`src/verilog/tps_pkg.sv`:
```
// tps_pkg: register map, field layout, reset values, modes and states
// of the synchronous tft panel timing output.
// assumes a single 20 mhz core clock and a plain strobe register port.
//
// Overview of operation
// - twenty-eight panel lines: line sync, frame sync, valid, clock, 24 colour bits.
// - red on top byte, green middle byte, blue lowest byte.
// - output colour depth selectable: 24, 18 or 16 bits.
// - eighteen-bit panels use only the lower 18 lines; upper six idle.
// - line sync marks end of line; following pixels belong to next line.
// - frame sync marks end of frame; panel restarts at first line.
// - while pixel valid is high the colour bus holds valid data.
// - each pixel clock pulse with valid high draws exactly one pixel.
// - valid lasts exactly the active width in pixel clocks per line.
// - high clock polarity: data changes on falling edge, latched rising.
// - low clock polarity: data changes on rising edge, latched falling.
// - either sync output may be left unused by the panel.
// - fixed panel timing, porches and polarities are reproduced exactly.
// - programmable pixel gaps before and after active pixels in a line.
// - programmable whole-line gaps before and after active lines.
// - line period equals active width plus both horizontal gaps.
// - sync polarity bit: zero is active low, one is active high.
package tps_pkg;
    localparam int TPS_FIELD_W = 12;
    localparam int TPS_FIFO_DEPTH = 8;
    // register byte offsets
    localparam logic [7:0] TPS_ADDR_CTRL = 8'h00;
    localparam logic [7:0] TPS_ADDR_HACT = 8'h04;
    localparam logic [7:0] TPS_ADDR_HGAP = 8'h08;
    localparam logic [7:0] TPS_ADDR_VACT = 8'h0C;
    localparam logic [7:0] TPS_ADDR_VGAP = 8'h10;
    localparam logic [7:0] TPS_ADDR_STAT = 8'h14;
    // control bit positions
    localparam int TPS_CTRL_EN = 0;
    localparam int TPS_CTRL_HS_POL = 1;
    localparam int TPS_CTRL_VS_POL = 2;
    localparam int TPS_CTRL_PC_POL = 3;
    localparam int TPS_CTRL_DEPTH = 4;
    localparam int TPS_CTRL_HS_EN = 6;
    localparam int TPS_CTRL_VS_EN = 7;
    // field positions inside timing and status words
    localparam int TPS_LO_POS = 0;
    localparam int TPS_HI_POS = 16;
    localparam int TPS_STAT_UNDER = 16;
    localparam int TPS_STAT_RUN = 17;
    // reset values
    localparam logic [7:0] TPS_CTRL_RST = 8'hC8;
    localparam logic [11:0] TPS_HACT_RST = 12'h280;
    localparam logic [11:0] TPS_HSW_RST = 12'h060;
    localparam logic [11:0] TPS_HLEAD_RST = 12'h030;
    localparam logic [11:0] TPS_HTRAIL_RST = 12'h010;
    localparam logic [11:0] TPS_VACT_RST = 12'h1E0;
    localparam logic [11:0] TPS_VSW_RST = 12'h001;
    localparam logic [11:0] TPS_VLEAD_RST = 12'h022;
    localparam logic [11:0] TPS_VTRAIL_RST = 12'h00B;

    typedef enum logic [1:0] {
        TPS_D24 = 2'h0,
        TPS_D18 = 2'h1,
        TPS_D16 = 2'h2
    } tps_depth_e;

    typedef enum logic [1:0] {
        TPS_IDLE = 2'b00,
        TPS_ARM = 2'b01,
        TPS_RUN = 2'b11
    } tps_state_e;
endpackage : tps_pkg

```
`src/verilog/tps_fifo.sv`:
```
// tps_fifo: flip-flop fifo with valid/ready on both sides.
// assumes both sides run on clk; out_data valid while out_valid.
`timescale 1ns/100ps
module tps_fifo #(
    parameter int WIDTH = 24,
    parameter int DEPTH = 8
) (
    input wire logic clk,
    input wire logic rst,
    input wire logic in_valid,
    output logic in_ready,
    input wire logic [WIDTH-1:0] in_data,
    output logic out_valid,
    input wire logic out_ready,
    output logic [WIDTH-1:0] out_data
);
    localparam int AW = $clog2(DEPTH);

    typedef struct packed {
        logic [DEPTH-1:0][WIDTH-1:0] mem;
        logic [AW-1:0] wp;
        logic [AW-1:0] rp;
        logic [AW:0] cnt;
    } tps_ff_s;

    tps_ff_s q_ff;
    tps_ff_s nxt_q;
    logic push;
    logic pop;

    // full and empty straight from the count
    assign in_ready = (q_ff.cnt != (AW+1)'(DEPTH));
    assign out_valid = (q_ff.cnt != '0);
    assign out_data = q_ff.mem[q_ff.rp];
    assign push = in_valid & in_ready;
    assign pop = out_valid & out_ready;

    // pointers wrap at depth, so depth need not be a power of two
    always_comb begin
        nxt_q = q_ff;
        if (push) begin
            nxt_q.mem[q_ff.wp] = in_data;
            nxt_q.wp = (q_ff.wp == AW'(DEPTH-1)) ? '0 : q_ff.wp + 1'b1;
        end
        if (pop) begin
            nxt_q.rp = (q_ff.rp == AW'(DEPTH-1)) ? '0 : q_ff.rp + 1'b1;
        end
        if (push && !pop) begin
            nxt_q.cnt = q_ff.cnt + 1'b1;
        end else if (pop && !push) begin
            nxt_q.cnt = q_ff.cnt - 1'b1;
        end
    end

    always_ff @(posedge clk) begin
        if (rst) begin
            q_ff <= '0;
        end else begin
            q_ff <= nxt_q;
        end
    end
endmodule : tps_fifo

```
`src/verilog/tps_sync3.sv`:
```
// tps_sync3: three-stage synchroniser for one asynchronous level.
// assumes the input toggles far slower than clk (pixel clock 400 ns).
`timescale 1ns/100ps
module tps_sync3 (
    input wire logic clk,
    input wire logic rst,
    input wire logic async_in,
    output logic level
);
    typedef struct packed {
        logic s1;
        logic s2;
        logic s3;
        logic lvl;
    } tps_sy_s;

    tps_sy_s sy_ff;
    tps_sy_s nxt_sy;

    // level only moves once stages two and three agree
    always_comb begin
        nxt_sy = sy_ff;
        nxt_sy.s1 = async_in;
        nxt_sy.s2 = sy_ff.s1;
        nxt_sy.s3 = sy_ff.s2;
        if (sy_ff.s2 == sy_ff.s3) begin
            nxt_sy.lvl = sy_ff.s3;
        end
    end

    always_ff @(posedge clk) begin
        if (rst) begin
            sy_ff <= '0;
        end else begin
            sy_ff <= nxt_sy;
        end
    end

    assign level = sy_ff.lvl;
endmodule : tps_sync3

```
`src/verilog/tps_top.sv`:
```
// tps_top: raster timing and pixel output towards a synchronous tft panel.
// assumes pixel_clock is asynchronous and much slower than clk, and
// that software programs timing before setting the enable bit.
`timescale 1ns/100ps
module tps_top #(
    parameter int CNT_W = tps_pkg::TPS_FIELD_W,
    parameter int FIFO_DEPTH = tps_pkg::TPS_FIFO_DEPTH
) (
    input wire logic clk,
    input wire logic rst,
    input wire logic [7:0] reg_addr,
    input wire logic [31:0] reg_wdata,
    input wire logic reg_wr,
    input wire logic reg_rd,
    output logic [31:0] reg_rdata,
    input wire logic pixel_clock,
    input wire logic [23:0] pix_data,
    input wire logic pix_valid,
    output logic pix_ready,
    output logic line_pulse_pin,
    output logic frame_marker_pin,
    output logic pixel_valid_pin,
    output logic panel_clock_pin,
    output logic [23:0] colour_bus
);
    import tps_pkg::*;

    localparam int CW = CNT_W + 2;

    typedef struct packed {
        tps_state_e st;
        logic [7:0] ctrl;
        logic [CNT_W-1:0] h_act;
        logic [CNT_W-1:0] h_sw;
        logic [CNT_W-1:0] h_lead;
        logic [CNT_W-1:0] h_trail;
        logic [CNT_W-1:0] v_act;
        logic [CNT_W-1:0] v_sw;
        logic [CNT_W-1:0] v_lead;
        logic [CNT_W-1:0] v_trail;
        logic [CW-1:0] h_cnt;
        logic [CW-1:0] v_cnt;
        logic pclk;
        logic lp_pin;
        logic fm_pin;
        logic de;
        logic [23:0] colour;
        logic underrun;
        logic [31:0] rdata;
    } tps_top_s;

    tps_top_s s_ff;
    tps_top_s nxt_s;

    logic clk_lvl;
    logic launch;
    logic pop;
    logic fifo_valid;
    logic [23:0] fifo_data;
    logic [CW-1:0] h_tot;
    logic [CW-1:0] v_tot;
    logic [CW-1:0] nh;
    logic [CW-1:0] nv;
    logic in_h;
    logic in_v;
    logic hs_pol;
    logic vs_pol;

    // three-flop capture of the incoming pixel clock
    tps_sync3 u_pclk_sync (
        .clk(clk),
        .rst(rst),
        .async_in(pixel_clock),
        .level(clk_lvl)
    );

    // stalls the pixel source once every entry is full because the panel side is not draining
    tps_fifo #(
        .WIDTH(24),
        .DEPTH(FIFO_DEPTH)
    ) u_fifo (
        .clk(clk),
        .rst(rst),
        .in_valid(pix_valid),
        .in_ready(pix_ready),
        .in_data(pix_data),
        .out_valid(fifo_valid),
        .out_ready(pop),
        .out_data(fifo_data)
    );

    // depth reduction keeps the msbs of each component, low-aligned
    function automatic logic [23:0] map_px(logic [23:0] d, logic [1:0] m);
        case (m)
            TPS_D18: map_px = {6'h00, d[23:18], d[15:10], d[7:2]};
            TPS_D16: map_px = {8'h00, d[23:19], d[15:10], d[7:3]};
            default: map_px = d;
        endcase
    endfunction : map_px

    // launch edge of the panel clock selects where data may change
    assign launch = s_ff.ctrl[TPS_CTRL_PC_POL] ? (s_ff.pclk & ~clk_lvl)
                                               : (~s_ff.pclk & clk_lvl);
    assign hs_pol = s_ff.ctrl[TPS_CTRL_HS_POL];
    assign vs_pol = s_ff.ctrl[TPS_CTRL_VS_POL];

    // line and frame periods from gaps plus active size
    assign h_tot = CW'(s_ff.h_lead) + CW'(s_ff.h_act) + CW'(s_ff.h_trail);
    assign v_tot = CW'(s_ff.v_lead) + CW'(s_ff.v_act) + CW'(s_ff.v_trail);

    // next raster position; first position after arming is the origin
    always_comb begin
        nh = '0;
        nv = '0;
        if (s_ff.st == TPS_RUN) begin
            if (s_ff.h_cnt >= h_tot - 1'b1) begin
                nh = '0;
                nv = (s_ff.v_cnt >= v_tot - 1'b1) ? '0 : s_ff.v_cnt + 1'b1;
            end else begin
                nh = s_ff.h_cnt + 1'b1;
                nv = s_ff.v_cnt;
            end
        end
    end

    // active window bounds measured from the sync starts
    assign in_h = (nh >= CW'(s_ff.h_lead)) && (nh < CW'(s_ff.h_lead) + CW'(s_ff.h_act));
    assign in_v = (nv >= CW'(s_ff.v_lead)) && (nv < CW'(s_ff.v_lead) + CW'(s_ff.v_act));

    // only drain the fifo on a launch edge inside the window
    assign pop = (s_ff.st != TPS_IDLE) && launch && in_h && in_v && s_ff.ctrl[TPS_CTRL_EN];

    // register port, timing state machine and pixel launch
    always_comb begin
        nxt_s = s_ff;
        nxt_s.pclk = clk_lvl;
        nxt_s.rdata = '0;
        // timing is software-set so fixed panels get their exact values
        if (reg_wr) begin
            case (reg_addr)
                TPS_ADDR_CTRL: nxt_s.ctrl = reg_wdata[7:0];
                TPS_ADDR_HACT: begin
                    nxt_s.h_act = reg_wdata[TPS_LO_POS +: CNT_W];
                    nxt_s.h_sw = reg_wdata[TPS_HI_POS +: CNT_W];
                end
                TPS_ADDR_HGAP: begin
                    nxt_s.h_lead = reg_wdata[TPS_LO_POS +: CNT_W];
                    nxt_s.h_trail = reg_wdata[TPS_HI_POS +: CNT_W];
                end
                TPS_ADDR_VACT: begin
                    nxt_s.v_act = reg_wdata[TPS_LO_POS +: CNT_W];
                    nxt_s.v_sw = reg_wdata[TPS_HI_POS +: CNT_W];
                end
                TPS_ADDR_VGAP: begin
                    nxt_s.v_lead = reg_wdata[TPS_LO_POS +: CNT_W];
                    nxt_s.v_trail = reg_wdata[TPS_HI_POS +: CNT_W];
                end
                TPS_ADDR_STAT: begin
                    if (reg_wdata[TPS_STAT_UNDER]) begin
                        nxt_s.underrun = 1'b0;
                    end
                end
                default: ;
            endcase
        end
        // unmapped addresses read zero
        if (reg_rd) begin
            case (reg_addr)
                TPS_ADDR_CTRL: nxt_s.rdata[7:0] = s_ff.ctrl;
                TPS_ADDR_HACT: begin
                    nxt_s.rdata[TPS_LO_POS +: CNT_W] = s_ff.h_act;
                    nxt_s.rdata[TPS_HI_POS +: CNT_W] = s_ff.h_sw;
                end
                TPS_ADDR_HGAP: begin
                    nxt_s.rdata[TPS_LO_POS +: CNT_W] = s_ff.h_lead;
                    nxt_s.rdata[TPS_HI_POS +: CNT_W] = s_ff.h_trail;
                end
                TPS_ADDR_VACT: begin
                    nxt_s.rdata[TPS_LO_POS +: CNT_W] = s_ff.v_act;
                    nxt_s.rdata[TPS_HI_POS +: CNT_W] = s_ff.v_sw;
                end
                TPS_ADDR_VGAP: begin
                    nxt_s.rdata[TPS_LO_POS +: CNT_W] = s_ff.v_lead;
                    nxt_s.rdata[TPS_HI_POS +: CNT_W] = s_ff.v_trail;
                end
                TPS_ADDR_STAT: begin
                    nxt_s.rdata[TPS_LO_POS +: CNT_W] = s_ff.v_cnt[CNT_W-1:0];
                    nxt_s.rdata[TPS_STAT_UNDER] = s_ff.underrun;
                    nxt_s.rdata[TPS_STAT_RUN] = (s_ff.st == TPS_RUN);
                end
                default: ;
            endcase
        end
        case (s_ff.st)
            TPS_IDLE: begin
                // quiet bus, inactive syncs at their programmed level
                nxt_s.de = 1'b0;
                nxt_s.colour = '0;
                nxt_s.lp_pin = ~hs_pol;
                nxt_s.fm_pin = ~vs_pol;
                nxt_s.h_cnt = '0;
                nxt_s.v_cnt = '0;
                if (s_ff.ctrl[TPS_CTRL_EN]) begin
                    nxt_s.st = TPS_ARM;
                end
            end
            TPS_ARM, TPS_RUN: begin
                if (!s_ff.ctrl[TPS_CTRL_EN]) begin
                    // valid drops with the state so it never outlives the run
                    nxt_s.st = TPS_IDLE;
                    nxt_s.de = 1'b0;
                end else if (launch) begin
                    // all pins move together on the launch edge
                    nxt_s.st = TPS_RUN;
                    nxt_s.h_cnt = nh;
                    nxt_s.v_cnt = nv;
                    nxt_s.lp_pin = ((nh < CW'(s_ff.h_sw)) && s_ff.ctrl[TPS_CTRL_HS_EN])
                                   ? hs_pol : ~hs_pol;
                    nxt_s.fm_pin = ((nv < CW'(s_ff.v_sw)) && s_ff.ctrl[TPS_CTRL_VS_EN])
                                   ? vs_pol : ~vs_pol;
                    nxt_s.de = in_h && in_v;
                    if (in_h && in_v) begin
                        // starved pixels go out black so timing never slips
                        nxt_s.colour = fifo_valid ? map_px(fifo_data, s_ff.ctrl[5:4]) : '0;
                    end else begin
                        nxt_s.colour = '0;
                    end
                end
            end
            default: nxt_s.st = TPS_IDLE;
        endcase
        // a starved pixel sets the flag after any clear, so set wins
        if (pop && !fifo_valid) begin
            nxt_s.underrun = 1'b1;
        end
    end

    always_ff @(posedge clk) begin
        if (rst) begin
            s_ff <= '0;
            s_ff.st <= TPS_IDLE;
            s_ff.ctrl <= TPS_CTRL_RST;
            s_ff.h_act <= CNT_W'(TPS_HACT_RST);
            s_ff.h_sw <= CNT_W'(TPS_HSW_RST);
            s_ff.h_lead <= CNT_W'(TPS_HLEAD_RST);
            s_ff.h_trail <= CNT_W'(TPS_HTRAIL_RST);
            s_ff.v_act <= CNT_W'(TPS_VACT_RST);
            s_ff.v_sw <= CNT_W'(TPS_VSW_RST);
            s_ff.v_lead <= CNT_W'(TPS_VLEAD_RST);
            s_ff.v_trail <= CNT_W'(TPS_VTRAIL_RST);
            s_ff.lp_pin <= 1'b1;
            s_ff.fm_pin <= 1'b1;
        end else begin
            s_ff <= nxt_s;
        end
    end

    // twenty-eight panel lines, all from flops
    assign line_pulse_pin = s_ff.lp_pin;
    assign frame_marker_pin = s_ff.fm_pin;
    assign pixel_valid_pin = s_ff.de;
    assign panel_clock_pin = s_ff.pclk;
    assign colour_bus = s_ff.colour;
    assign reg_rdata = s_ff.rdata;

    // helper: launch edges seen while valid is high in the current run
    logic [CW-1:0] de_run_ff;
    always_ff @(posedge clk) begin
        if (rst || !pixel_valid_pin) begin
            de_run_ff <= '0;
        end else if (launch) begin
            de_run_ff <= de_run_ff + 1'b1;
        end
    end
endmodule : tps_top
```
`config.mk`:
```
export PLATFORM = sky130hd
export DESIGN_NAME = tps_top
export DESIGN_NICKNAME = d
export VERILOG_FILES = /design/src/verilog/tps_pkg.sv /design/src/verilog/tps_fifo.sv /design/src/verilog/tps_sync3.sv /design/src/verilog/tps_top.sv
export SDC_FILE = /design/constraint.sdc
export NUM_CORES = 1
export LEC_CHECK = 0
export ABC_CLOCK_PERIOD_IN_PS = 11700
export BUFFER_PORTS_ARGS = -buffer_cell sky130_fd_sc_hd__buf_4
export CAP_MARGIN = 10
export CELL_PAD_IN_SITES_DETAIL_PLACEMENT = 1
export CELL_PAD_IN_SITES_GLOBAL_PLACEMENT = 1
export CORE_ASPECT_RATIO = 0.7
export CORE_UTILIZATION = 46
export DETAILED_ROUTE_END_ITERATION = 7
export PLACE_DENSITY = 0.79
export SLEW_MARGIN = 20
export SYNTH_ARGS = -nofsm -noshare
export SYNTH_HDL_FRONTEND = slang
export SYNTH_SLANG_ARGS = --single-unit
```
`constraint.sdc`:
```
create_clock -name clk -period 11.7 [get_ports clk]
set_clock_uncertainty 0.2 [all_clocks]
set_input_delay 2.34 -clock clk [delete_from_list [all_inputs] [get_ports clk]]
set_output_delay 2.34 -clock clk [all_outputs]
set_load 0.05 [all_outputs]
```
==> run summary <==
Post-DP HPWL: 57500 um
Seq cells post-synth: 393
Die Ht: 186 um
Seq/Total Area, Yosys: 0.354
Critical Path RT: 11.99 ns
Avg Inst Size Synth: 7.85 um^2
P_leak: 0.00922 uW
Tot GR Track Use: 0.328
Worst vdd ir: 0.0950 mV
Mapped Cells: 2832
Port Buf Inserts: 114
Main flop type after synthesis: dfxtp_1
Final setup fails: 0
GRT Residual Overflow: 0
Worst Tran Pin Value: 1.09 ns
Share of layout cells above drive strength 1: 0.120
Ys Warns: 0
Most frequent cells in the layout: 792 x nand2_1, 391 x dfxtp_1, 378 x a21oi_1, 158 x buf_4, 154 x ha_1
Pwr/cell area: 120 nW/um^2
Minimum clock period: 11.01 ns
Synth area leaders: dfxtp_1 35%, nand2_1 13%, ha_1 8.7%, a21oi_1 8.5%, mux4_2 4.9%
CTS root buf: clkbuf_16
Synth area leader: dfxtp_1
Hold_buf cts: 0
Final ANT Viol Nets: 0
Post-cts gate resize count: 0
Number of synthesized flops with an enable pin: 0
Slew Viols, Final: 0
Tightest Hold Check Type: reg2reg
Initial DRT Pass Iterations: 5
GP Congestion: 0.935
Starting Density: 0.472
Setup TNS: 0 ns
Crit-path max cell delay: 0.78 ns
Pwr Total: 2930 uW
TritonCTS Buffers: 41
Netlist cell types: 87
Ports: 131
RSZ-0062 raised after global routing: no
Mapped Area: 22200 um^2
Switching power: 754 uW
Drt drc: 0
Number of DRC markers in iteration 0: 1912
Worst-case clock buffer depth: 3
Most common cell after layout, fill and taps aside: nand2_1
Largest net degree at the start of global routing: 103
Die Span X: 265 um
CTS tree: done
Relative slew slack: 0.274
Period utilization: 0.941
Final hold violation count: 0
# rows: 66
Startpoint types: register
Global-route wire length before repair: 124000 um
Critical path class: reg2reg
Die area: 49200 um^2
# H-tree levels: 2
WP data arrival: 11.30 ns
Wire length per cell: 23.6 um
Post-CTS setup buffer count: 0
Initial antenna violation count: 2
Sequential Power Share: 0.472
Internal power: 2170 uW
Status: completed
Worst-skew pair later-pin latency: 0.58 ns
Core area: 47100 um^2
Share of the synthesized area in the top cell type: 0.354
Final net count: 3030
Worst reg-to-reg setup slack: 0.69 ns
DR vias: 20888
CP max-delay cell: and4bb_1
Final wirelength: 81300 um
Async set-or-reset flop fraction in the synthesized netlist: 0
Crit end category: register
Critical path peak fanout: 9
Vias in the first global route: 21259
Clock sinks: 393
FMAX: 90.8 MHz
Area Growth Syn to Fin: 9.85%
Number of fill cells: 5776
Clk pwr share: 0.445
Comb pwr share: 0.082
Switching Share: 0.258
DR vias/cell: 6.07
Number of max-cap violations: 0
Reg clk slew, reported paths: 0.06 ns
==> cell type report <==
cell class	instances	area [um^2]	area share
diodes	1	2.50	0.000102
clock inverters	11	87.6	0.00359
inverters	135	507	0.0207
repair buffers	159	1200	0.0492
clock buffers	62	1200	0.0493
multi-input cells	2071	12800	0.523
well taps	612	766	0.0314
flip-flops and latches	393	7870	0.322
==> cell families (layout without fill, tap and decap cells) <==
| family | after synthesis | after routing | share of synthesized area |
|---|---|---|---|
| other cells | 1 | 9 | 0.000169 |
| mux | 68 | 68 | 0.0578 |
| buf+inv | 375 | 367 | 0.0756 |
| simple gates | 1095 | 1095 | 0.207 |
| fa+ha+maj | 163 | 163 | 0.0930 |
| flops | 393 | 393 | 0.354 |
| compound gates | 654 | 654 | 0.179 |
| xor+xnor | 83 | 83 | 0.0334 |
==> cells in the mapped netlist, types with 5 or more instances <==
cell / count
mux4_2: 48
nor2_1: 103
nor4b_1: 5
and3_1: 9
a22o_1: 7
a21o_1: 22
ha_1: 154
a31oi_1: 27
dfxtp_1: 393
nand2b_1: 17
a21oi_1: 378
nor3_1: 26
nor2b_1: 19
nand3_1: 50
fa_1: 5
xnor2_1: 45
buf_1: 15
buf_4: 57
a21boi_0: 5
clkbuf_1: 136
o31ai_1: 6
buf_2: 5
inv_1: 135
nor3b_1: 8
a211oi_1: 7
o21ai_0: 52
o211ai_1: 15
o21a_1: 8
or2_2: 10
mux2i_1: 17
and2_1: 9
nand2_1: 792
a221oi_1: 33
nor4_1: 7
clkbuf_2: 24
xor2_1: 36
a22oi_1: 24
nand4_1: 13
o21ai_2: 21
==> flip-flops by register name, indices dropped and copies added (netlist names) <==
name,count
panel_clock_pin,1
reg_rdata,24
line_pulse_pin,1
hs_pol,1
u_fifo.q_ff,202
u_pclk_sync.sy_ff,1
pixel_valid_pin,1
u_pclk_sync.nxt_sy,2
frame_marker_pin,1
u_pclk_sync.level,1
colour_bus,24
s_ff,134
==> worst paths after layout <==
kind / startpoint / cells past startpoint / end
max: s_ff[149]$_SDFFE_PP0P_ / 44 / u_fifo.q_ff[3]$_SDFFE_PP0P_
min: u_fifo.q_ff[24]$_SDFFE_PP0P_ / 2 / u_fifo.q_ff[24]$_SDFFE_PP0P_
max reg2reg: s_ff[149]$_SDFFE_PP0P_ / 44 / u_fifo.q_ff[3]$_SDFFE_PP0P_
min reg2reg: u_fifo.q_ff[24]$_SDFFE_PP0P_ / 2 / u_fifo.q_ff[24]$_SDFFE_PP0P_
==> per-stage QoR <==
stage,cell area (um^2),util,setup slack (ns),instances,hold WS [ns]
4_1_cts,24400,0.519,0.927,3443,0.255
3_5_place_dp,23100,0.491,0.999,3370,0.247
3_3_place_gp,23100,0.491,1.52,3370,0.235
5_1_grt,24400,0.519,0.209,3444,0.276
6_report,24400,0.519,0.692,3444,0.256
2_1_floorplan,22300,-,3.21,2839,0.214
==> worst max-delay path, delay by kind of cell (launching register included) <==
kind | cells | cell delay, ns
XOR/XNOR | 3 | 0.67
flip-flops | 1 | 0.44
AO/OA/AOI/OAI | 22 | 4.83
adder cells (fa/ha/maj) | 8 | 2.11
multiplexers | 1 | 0.31
AND/OR/NAND/NOR | 6 | 1.94
buffers and inverters | 4 | 0.41
==> power by group through the flow <==
stage                     clock network (uW)  registers, uW  logic, uW
final                                   1300           1380        241
after global routing                    1380           1380        259
after CTS                               1320           1380        237
after detailed placement                   0           1410        236
after global placement                     0           1410        225
after floorplan                            0           1400        151
==> metal layers <==
layer | part of all wire | wire [um] | GRT usage | vias to the layer above
met2 | 0.42 | 33900 | 0.486 | 830
met1 | 0.46 | 37200 | 0.471 | 10392
met3 | 0.098 | 7970 | 0.0755 | 141
met4 | 0.027 | 2180 | 0.0969 | 0
met5 | 0 | 0 | 0 | -
li1 | - | - | - | 9525
Power figures use the tool's default switching activity.
